**config.mk**
```make
export PLATFORM = sky130hd
export DESIGN_NAME = siosad_top
export DESIGN_NICKNAME = d
export VERILOG_FILES = /design/src/rtl/siosad_pkg.sv /design/src/rtl/siosad_dec_if.sv /design/src/rtl/siosad_top.sv /design/src/rtl/siosad_regs.sv
export SDC_FILE = /design/constraint.sdc
export NUM_CORES = 1
export LEC_CHECK = 0
export BUFFER_PORTS_ARGS = -buffer_cell sky130_fd_sc_hd__buf_2
export CAP_MARGIN = 30
export CORE_ASPECT_RATIO = 0.6
export CORE_UTILIZATION = 69
export CTS_BUF_LIST = sky130_fd_sc_hd__clkbuf_4 sky130_fd_sc_hd__clkbuf_8
export CTS_CLUSTER_DIAMETER = 150
export DETAILED_ROUTE_END_ITERATION = 10
export PLACE_DENSITY = 0.88
export SLEW_MARGIN = 30
export SYNTH_ARGS = -nofsm -noshare
export SYNTH_HDL_FRONTEND = slang
export SYNTH_HIERARCHICAL = 1
export SYNTH_SLANG_ARGS = --single-unit
```
**constraint.sdc**
```tcl
create_clock -name sys_clk_i -period 6.6 [get_ports sys_clk_i]
set_input_delay 1.98 -clock sys_clk_i [delete_from_list [all_inputs] [get_ports sys_clk_i]]
set_output_delay 1.98 -clock sys_clk_i [all_outputs]
set_load 0.02 [all_outputs]
```
**src/rtl/siosad_pkg.sv**
```systemverilog
// Package of constants for the short I/O slave address decoder.
// Assumes a 16-bit short address space with byte addressing on the backplane.
package siosad_pkg;
  // ----------------------------------------------------------------
  // Address layout
  // ----------------------------------------------------------------
  localparam int unsigned ADDR_W       = 16;
  localparam int unsigned BASE_W       = 9;
  localparam int unsigned BASE_LSB     = 7;
  localparam int unsigned BASE_MSB     = 15;
  localparam int unsigned UPPER_W      = 8;
  localparam int unsigned REG_IDX_W    = 6;
  localparam int unsigned REG_IDX_LSB  = 1;
  localparam int unsigned DATA_W       = 16;
  localparam int unsigned AM_W         = 6;
  localparam int unsigned AM_PRIV_BIT  = 2;
  localparam int unsigned NUM_CHAN     = 32;
  localparam int unsigned CHAN_W       = 5;

  // ----------------------------------------------------------------
  // Register offsets (byte offsets within the window)
  // ----------------------------------------------------------------
  localparam logic [6:0] OFS_BOARD_ID  = 7'h00;
  localparam logic [6:0] OFS_CTRL      = 7'h02;
  localparam logic [6:0] OFS_ADC       = 7'h04;
  localparam logic [6:0] OFS_CHAN_FIRST = 7'h40;
  localparam logic [6:0] OFS_CHAN_LAST  = 7'h7e;

  // ----------------------------------------------------------------
  // Address modifier codes for short I/O
  // ----------------------------------------------------------------
  localparam logic [AM_W-1:0] AM_SHORT_SUPER  = 6'h2d;
  localparam logic [AM_W-1:0] AM_SHORT_NONPRV = 6'h29;

  // Jumper sense: fitted pulls low
  localparam logic JUMPER_FITTED = 1'b0;

  // Board identification word, value arbitrary
  localparam logic [DATA_W-1:0] BOARD_ID_VAL = 16'h5a00;

  localparam logic [DATA_W-1:0] DATA_ZERO = 16'h0000;
  localparam logic [CHAN_W-1:0] CHAN_ZERO = 5'h00;
endpackage : siosad_pkg

```
**src/rtl/siosad_dec_if.sv**
```systemverilog
// Interface carrying the decoded access from the decoder to the register file.
// Assumes a single clock shared by both ends.
`timescale 1ns/100ps
`default_nettype none
interface siosad_dec_if;
  logic                                   hit;
  logic                                   wr;
  logic [siosad_pkg::REG_IDX_W-1:0]       idx;
  logic [siosad_pkg::DATA_W-1:0]          wdata;
  modport dec (output hit, output wr, output idx, output wdata);
  modport regs (input hit, input wr, input idx, input wdata);
endinterface : siosad_dec_if
`default_nettype wire

```
**src/rtl/siosad_top.sv**
```systemverilog
// Short I/O slave address and access-mode decoder with its register window.
// Assumes address, modifier, strobe and data inputs are synchronous to sys_clk_i.
`timescale 1ns/100ps
`default_nettype none
// Function
// - Claim only short accesses whose A15..A07 equal the nine jumper base bits.
// - A fitted address jumper counts as zero, an absent one as one.
// - Six address lines below the base select the register inside the window.
// - Factory jumpers give base zero and supervisory short access.
// - Privilege jumper absent selects supervisory, fitted selects nonprivileged access.
// - Output channel words sit at even offsets 0x40 through 0x7e.
// - The window holds 64 contiguous 16-bit locations relative to the base.
// - Control and status word sits at offset 0x02.
module siosad_top (
  input  wire logic                             sys_clk_i,
  input  wire logic                             reset_n_i,
  input  wire logic [siosad_pkg::ADDR_W-1:0]    addr_i,
  input  wire logic [siosad_pkg::AM_W-1:0]      am_i,
  input  wire logic                             strobe_i,
  input  wire logic                             write_i,
  input  wire logic [siosad_pkg::DATA_W-1:0]    wdata_i,
  input  wire logic [siosad_pkg::UPPER_W-1:0]   upper_base_address_jumpers_i,
  input  wire logic                             low_base_address_jumper_i,
  input  wire logic                             privilege_select_jumper_i,
  input  wire logic [siosad_pkg::DATA_W-1:0]    adc_data_i,
  output logic      [siosad_pkg::DATA_W-1:0]    rdata_o,
  output logic                                  data_oe_n_o,
  output logic                                  ack_o,
  output logic      [siosad_pkg::DATA_W-1:0]    control_status_word_o
);
  typedef enum logic [1:0] {SIOSAD_IDLE, SIOSAD_ACK, SIOSAD_WAIT} siosad_state_t;

  siosad_state_t                      state_q;
  logic [siosad_pkg::BASE_W-1:0]      base;
  logic                               base_match;
  logic                               am_match;
  logic                               claim;
  logic                               rd_q;
  logic [siosad_pkg::DATA_W-1:0]      regs_rdata;

  siosad_dec_if dec ();

  // ----------------------------------------------------------------
  // Address and modifier compare
  // ----------------------------------------------------------------
  // Jumper inputs are the raw pin level: fitted reads low, so no inversion needed
  assign base       = {upper_base_address_jumpers_i, low_base_address_jumper_i};
  assign base_match = (addr_i[siosad_pkg::BASE_MSB:siosad_pkg::BASE_LSB] == base);
  // Fitted privilege jumper means nonprivileged; absent gives the factory supervisory mode
  assign am_match   = (privilege_select_jumper_i == siosad_pkg::JUMPER_FITTED) ?
                      (am_i == siosad_pkg::AM_SHORT_NONPRV) :
                      (am_i == siosad_pkg::AM_SHORT_SUPER);
  assign claim      = strobe_i && base_match && am_match && (state_q == SIOSAD_IDLE);

  assign dec.hit   = claim;
  assign dec.wr    = write_i;
  assign dec.idx   = addr_i[siosad_pkg::REG_IDX_LSB +: siosad_pkg::REG_IDX_W];
  assign dec.wdata = wdata_i;

  siosad_regs u_regs (
    .sys_clk_i  (sys_clk_i),
    .reset_n_i  (reset_n_i),
    .acc        (dec),
    .adc_data_i (adc_data_i),
    .rdata_o    (regs_rdata),
    .ctrl_o     (control_status_word_o)
  );

  // ----------------------------------------------------------------
  // Cycle sequencer: one acknowledge per claimed strobe
  // ----------------------------------------------------------------
  // Waiting for strobe release keeps a long master strobe from double writing
  always_ff @(posedge sys_clk_i) begin
    if (!reset_n_i) begin
      state_q <= SIOSAD_IDLE;
    end else begin
      case (state_q)
        SIOSAD_IDLE: if (claim) state_q <= SIOSAD_ACK;
        SIOSAD_ACK:  state_q <= strobe_i ? SIOSAD_WAIT : SIOSAD_IDLE;
        SIOSAD_WAIT: if (!strobe_i) state_q <= SIOSAD_IDLE;
        default:     state_q <= SIOSAD_IDLE;
      endcase
    end
  end

  always_ff @(posedge sys_clk_i) begin
    if (!reset_n_i) begin
      rd_q <= 1'b0;
    end else if (claim) begin
      rd_q <= !write_i;
    end else if (state_q != SIOSAD_IDLE && !strobe_i) begin
      rd_q <= 1'b0;
    end
  end

  assign ack_o       = (state_q == SIOSAD_ACK);
  assign data_oe_n_o = !(rd_q && state_q != SIOSAD_IDLE);
  assign rdata_o     = regs_rdata;

  // ----------------------------------------------------------------
  // Checks
  // ----------------------------------------------------------------
  // Reference values built apart from the decode path above
  logic [siosad_pkg::BASE_W-1:0] chk_jumpers;
  logic [siosad_pkg::BASE_W-1:0] chk_addr_base;
  logic [6:0]                    chk_ofs;
  logic                          chk_reserved;
  logic                          chk_factory;

  assign chk_jumpers   = {upper_base_address_jumpers_i, low_base_address_jumper_i};
  assign chk_addr_base = addr_i[siosad_pkg::BASE_MSB:siosad_pkg::BASE_LSB];
  // Bit 0 of the byte address never selects a register
  assign chk_ofs       = {addr_i[siosad_pkg::REG_IDX_LSB +: siosad_pkg::REG_IDX_W], 1'b0};
  assign chk_reserved  = (chk_ofs > siosad_pkg::OFS_ADC) && (chk_ofs < siosad_pkg::OFS_CHAN_FIRST);
  assign chk_factory   = (chk_jumpers == {siosad_pkg::BASE_W{siosad_pkg::JUMPER_FITTED}})
                         && (privilege_select_jumper_i != siosad_pkg::JUMPER_FITTED);
endmodule : siosad_top
`default_nettype wire

```
**src/rtl/siosad_regs.sv**
```systemverilog
// Register file behind the decoded window: control word and output channel words.
// Assumes decoded strobes arrive one per accepted cycle from the decoder.
`timescale 1ns/100ps
`default_nettype none
module siosad_regs (
  input  wire logic                          sys_clk_i,
  input  wire logic                          reset_n_i,
  siosad_dec_if.regs                         acc,
  input  wire logic [siosad_pkg::DATA_W-1:0] adc_data_i,
  output logic      [siosad_pkg::DATA_W-1:0] rdata_o,
  output logic      [siosad_pkg::DATA_W-1:0] ctrl_o
);
  logic [siosad_pkg::DATA_W-1:0] chan_q [siosad_pkg::NUM_CHAN];
  logic [siosad_pkg::DATA_W-1:0] ctrl_q;
  logic [siosad_pkg::DATA_W-1:0] rdata_d;
  logic [6:0]                    ofs;
  logic                          is_chan;
  logic [siosad_pkg::CHAN_W-1:0] chan_sel;

  assign ofs      = {acc.idx, 1'b0};
  assign is_chan  = (ofs >= siosad_pkg::OFS_CHAN_FIRST) && (ofs <= siosad_pkg::OFS_CHAN_LAST);
  assign chan_sel = acc.idx[siosad_pkg::CHAN_W-1:0];

  // ----------------------------------------------------------------
  // Writes
  // ----------------------------------------------------------------
  always_ff @(posedge sys_clk_i) begin
    if (!reset_n_i) begin
      ctrl_q <= siosad_pkg::DATA_ZERO;
    end else if (acc.hit && acc.wr && ofs == siosad_pkg::OFS_CTRL) begin
      ctrl_q <= acc.wdata;
    end
  end

  always_ff @(posedge sys_clk_i) begin
    if (!reset_n_i) begin
      for (int i = 0; i < siosad_pkg::NUM_CHAN; i++) begin
        chan_q[i] <= siosad_pkg::DATA_ZERO;
      end
    end else if (acc.hit && acc.wr && is_chan) begin
      chan_q[chan_sel] <= acc.wdata;
    end
  end

  // ----------------------------------------------------------------
  // Read mux; reserved offsets read zero
  // ----------------------------------------------------------------
  always_comb begin
    rdata_d = siosad_pkg::DATA_ZERO;
    if (is_chan) begin
      rdata_d = chan_q[chan_sel];
    end else begin
      case (ofs)
        siosad_pkg::OFS_BOARD_ID: rdata_d = siosad_pkg::BOARD_ID_VAL;
        siosad_pkg::OFS_CTRL:     rdata_d = ctrl_q;
        siosad_pkg::OFS_ADC:      rdata_d = adc_data_i;
        default:                  rdata_d = siosad_pkg::DATA_ZERO;
      endcase
    end
  end

  always_ff @(posedge sys_clk_i) begin
    if (!reset_n_i) begin
      rdata_o <= siosad_pkg::DATA_ZERO;
    end else if (acc.hit && !acc.wr) begin
      rdata_o <= rdata_d;
    end
  end

  assign ctrl_o = ctrl_q;
endmodule : siosad_regs
`default_nettype wire

```
; Word-level counts from Yosys, hierarchy flattened
; Memories as Yosys holds them, arrays and structs flattened.
; Cells that the tools add are included.
[totals]
input_bits = 68
word_cells = 51
reg_bits = 35
output_inout_bits = 34
memories = 1
ramBits = 512
[classes]
muxes = 16
order_cmp = 2
n_eq_ne = 9
n_reduce_logical = 19
[memory_table]
columns = name, depth, word_bits, rd, rd_clocked_by_memory_dff, wr, line
row1 = u_regs.chan_q, 32, 16, 1, 0, 32, siosad_regs.sv:13  ; logic [siosad_pkg::DATA_W-1:0] chan_q [siosad_pkg::NUM_CHAN];
[ops]
columns = op, count
row1 = 16-bit case mux with 3 select lines, 1
row2 = 16-bit 2-to-1 mux, 2
row3 = 16-bit OR reduction, 1
row4 = 6-bit == test (second input constant), 2
row5 = 1-bit logical AND, 10
row6 = 9-bit == test, 1
row7 = 1-bit 2-to-1 mux, 8
row8 = 7-bit greater-or-equal comparator (second input constant), 1
row9 = 7-bit <= comparator (second input constant), 1
row10 = 7-bit logical NOT, 1
row11 = 6-bit by 1-bit == test with 1-bit output (second input constant), 1
row12 = 6-bit by 2-bit == test with 1-bit output (second input constant), 1
row13 = 2-bit 2-to-1 mux, 3
row14 = 2-bit case mux with 3 select lines, 1
row15 = 5-bit 2-to-1 mux, 1
row16 = 2-bit nonzero test, 2
row17 = 1-bit logical NOT, 3
row18 = 2-bit by 1-bit == test with 1-bit output (second input constant), 1
row19 = 2-bit == test (second input constant), 1
row20 = 2-bit logical NOT, 1
row21 = 2-bit by 1-bit != test with 1-bit output (second input constant), 1
row22 = 2-bit != test (second input constant), 1
row23 = 2-bit AND reduction, 1

; Longest topological paths before layout
[logic_depth]
ltp_word = 11
mapped_depth = 10
ltp_nobuf = 8

; Hierarchy
; Netlist, hierarchy kept.
[modules_own_cells]
columns = mod, seq_area_each_um2, cells_per_inst, area_per_inst_um2, n_inst
row1 = siosad_regs, 16015.4, 1874, 24858.8, 1
row2 = siosad_top, 60.1, 30, 271.5, 1

; Worst setup path before layout
; OpenSTA, ideal clock, no wires.
[synth_timing]
kind = in2reg
from = in am_i[4] (netlist name)
to = mem u_regs/chan_q[28][0] (netlist name), enable pin
path_buffers = 2
required_ns = 6.189
path_stages = 8
t_arrival_ns = 4.742
setup_time_ns = 0.411
slack_ns = 1.446
cell_sequence = and4bb_2 -> nand4_1 -> nor3_1 -> nand4_1 -> or3_1 -> clkbuf_1 -> clkbuf_1 -> o21ai_0
[synth_rtl]
columns = item, line
row1 = start: declaration, siosad_top.sv:18  ; input wire logic [siosad_pkg::AM_W-1:0] am_i,
row2 = end: declaration, siosad_regs.sv:13

==> results.md <==
- Dominant cell type by area after synthesis: edfxtp_1
- Post-CTS Hold Buffers: 0
- Max FO, Critical Path: 16
- Top cell type's share of synthesized area: 61.2%
- Final period utilization: 71.6%
- Initial antenna violation count: 5
- CP required: 7100 ps
- Status: completed
- Pre-Repair DR Iteration Count: 8
- Port Buffers: 100
- Vias/cell: 6.61
- Most common cell in the synthesized netlist: and2_1
- Top delay family on crit path: simple AND/OR/NAND/NOR gates
- Final hold vios: 0
- # Max-Cap Violations: 0
- Synthesis-to-layout area growth: 9.26%
- Final Max Tran Viols: 0
- First-pass GRT wire length: 97900 um
- Clk Latency, worst-skew pair: 650 ps
- Final setup viols: 0
- Crit path kind: in2reg
- Post-synth EDFFs: 512
- Worst slew pin tran: 1040 ps
- Worst EP arrival: 5230 ps
- Clock Skew: 20.1 ps
- CTS Sinks: 547
- Site Rows: 53
- Worst Slack Setup Final: 1870 ps
- Vias in the first global route: 15500
- Area of the die: 37200 um^2
- Die span in y: 150 um
- CTS root buf: clkbuf_8
- Top_reg_cell synth: edfxtp_1
- Post-CTS sizing: 0
- Total power: 7.02 mW
- WP buf/inv: 3
- Synth Register Bits: 547
- Mapped Cells: 1904
- VDD IR-drop max: 261 uV
- Num CTS Buffers: 76
- Total core area: 35400 um^2
- DR WL/cell: 27.5 um
- Crit end category: register
- Fmax: 211 MHz
- Clock Pin Slew Worst Setup and Hold Paths: 70 ps
- Vias after detailed routing: 16500
- H-tree lvl count: 3
- Worst rel slew slack: 30.4%
- Tmin final: 4730 ps
- Post-detail-place hpwl: 43100 um
- Avg Cell Area, Syn: 13.2 um^2
- Power Density: 256 nW/um^2
- Crit path launch type: input pin
- Clk buf depth: 3
- Sequential area share after synthesis: 64.0%
- I/O Pins: 102
- Total gr overflow: 0
- Synth Cell Area: 25100 um^2
- # Post-CTS Setup Buffers: 0
- CTS tree: yes
- Crit path cell chain: buf_2 > and4bb_2 > nand4_1 > nor3_1 > buf_4 > nand4_1 > inv_1 > nand3b_1 > nor2_1 > and2_1
- DRC Markers: 0
- RSZ-0062 raised after global routing: false
- Post-synth top cells: and2_1 (513), edfxtp_1 (512), mux2i_1 (252)
- Nets: 2042
- Yosys cell types: 48
- Setup TNS: 0 ps
- Slowest CP cell: nor2_1
- Largest net degree at the start of global routing: 73
- Synth top area cells: edfxtp_1 (61%), and2_1 (13%), mux2i_1 (10%)
- Most used cell, CP: nand4_1
- Antenna Nets Post-Route: 0
- Place WS: 1350 ps
- Static leakage: 10.4 nW
- Syn Nets: 1972
- Ys Warns: 6
- Initial Utilization: 71.0%
- Final instance area: 27500 um^2
- Total Wirelength: 68700 um
- CP peak stage delay: 1070 ps
- Chip width: 248 um
- Layout cells sized above 1: 14.7%
- DP Area: 26000 um^2
- All-layer global routing usage: 37.4%
- Gp weighted congestion: 0.962
- Initial DRC Count: 2836
- Post-synth ARST share: 0%
- Hold Path Class: reg2reg
## sequential cells by signal, summed over array words and instances, names as in the netlist
| register | flops |
|---|---|
| u_regs/rdata_o | 16 |
| u_regs/ctrl_o | 16 |
| state_q | 2 |
| rd_q | 1 |
| u_regs/chan_q | 512 |
## power breakdown
| group | total [mW] | internal, mW | switching [mW] | leakage, nW |
|---|---|---|---|---|
| Sequential | 3.99 | 3.94 | 0.0467 | 5.14 |
| Combinational | 0.520 | 0.155 | 0.365 | 4.53 |
| Clock | 2.51 | 1.27 | 1.24 | 0.757 |
| Total | 7.02 | 5.37 | 1.65 | 10.4 |
## routing by layer
metal	global-route usage (%)	share of wire [%]	vias to the layer above	wire (um)
met5	2.54	0.18	-	123
met1	54.9	39	8055	26600
met4	9.24	2.4	2	1640
met3	14.7	17	143	11600
li1	-	-	7075	-
met2	52.0	42	1221	28700
## worst reg2reg max path, stage by stage (launching register included)
cell,delay [ps]
dfxtp_1,350
and4bb_2,310
nand4_1,100
nor3_1,190
buf_4,170
nand4_1,230
inv_1,150
nand3b_1,720
nor2_1,1080
and2_1,250
## kinds of logic (layout without fill, tap and decap cells)
family,count (synthesis),count (layout),synth area share (%)
AOI/OAI and AO/OA,243,243,5.94
xor gates and xnor gates,11,11,0.383
buffers and inverters,173,296,3.00
DFF,547,547,64.0
muxes,254,254,10.2
other,0,1,0
and+or+nand+nor,676,676,16.5
## path summary, 6_finish.rpt
kind	from	end	slack, ps	cells past startpoint
worst min register to register	u_regs/ctrl_o[3]	u_regs/ctrl_o[3]	500	2
worst max register to register	state_q[0]	u_regs/chan_q[26][11]	2910	9
worst max-delay path	am_i[4]	u_regs/chan_q[26][11]	1870	10
worst min-delay path	u_regs/ctrl_o[3]	u_regs/ctrl_o[3]	500	2
## layout make-up
type                       count  area, um^2
antenna                        1        2.50
tap                          467         584
inverter                       5        18.8
fill                        2111        7950
multi-input combinational   1184        8350
timing repair buffer         160        1020
clock inverter                23         100
clock buffer                 108        1310
sequential                   547       16100
## cell usage in the layout, fill, tap and decap left out, types with 6 or more instances in the layout
| cell | n |
|---|---|
| o21ai_1 | 34 |
| buf_2 | 99 |
| and2_1 | 513 |
| a21boi_1 | 10 |
| mux2i_1 | 252 |
| clkbuf_4 | 28 |
| nand2_1 | 40 |
| nor2_1 | 34 |
| buf_4 | 55 |
| edfxtp_1 | 512 |
| xnor2_1 | 10 |
| a221oi_1 | 12 |
| nand2b_1 | 7 |
| clkinv_1 | 14 |
| a21oi_1 | 17 |
| nand4_1 | 6 |
| or4_1 | 30 |
| nor2_2 | 9 |
| clkbuf_8 | 81 |
| o22ai_1 | 126 |
| o21ai_0 | 29 |
| dfxtp_1 | 35 |
| a21boi_0 | 8 |
| clkinv_2 | 8 |
## through the flow
stage	utilization (%)	std cells	hold WS, ps
CTS	77.4	2493	493
global route	77.5	2494	511
detailed placement	73.4	2362	480
global placement	73.4	2362	460
floorplan	-	1904	536
finish	77.5	2495	495
No activity file was read; power rests on OpenSTA's default activity.
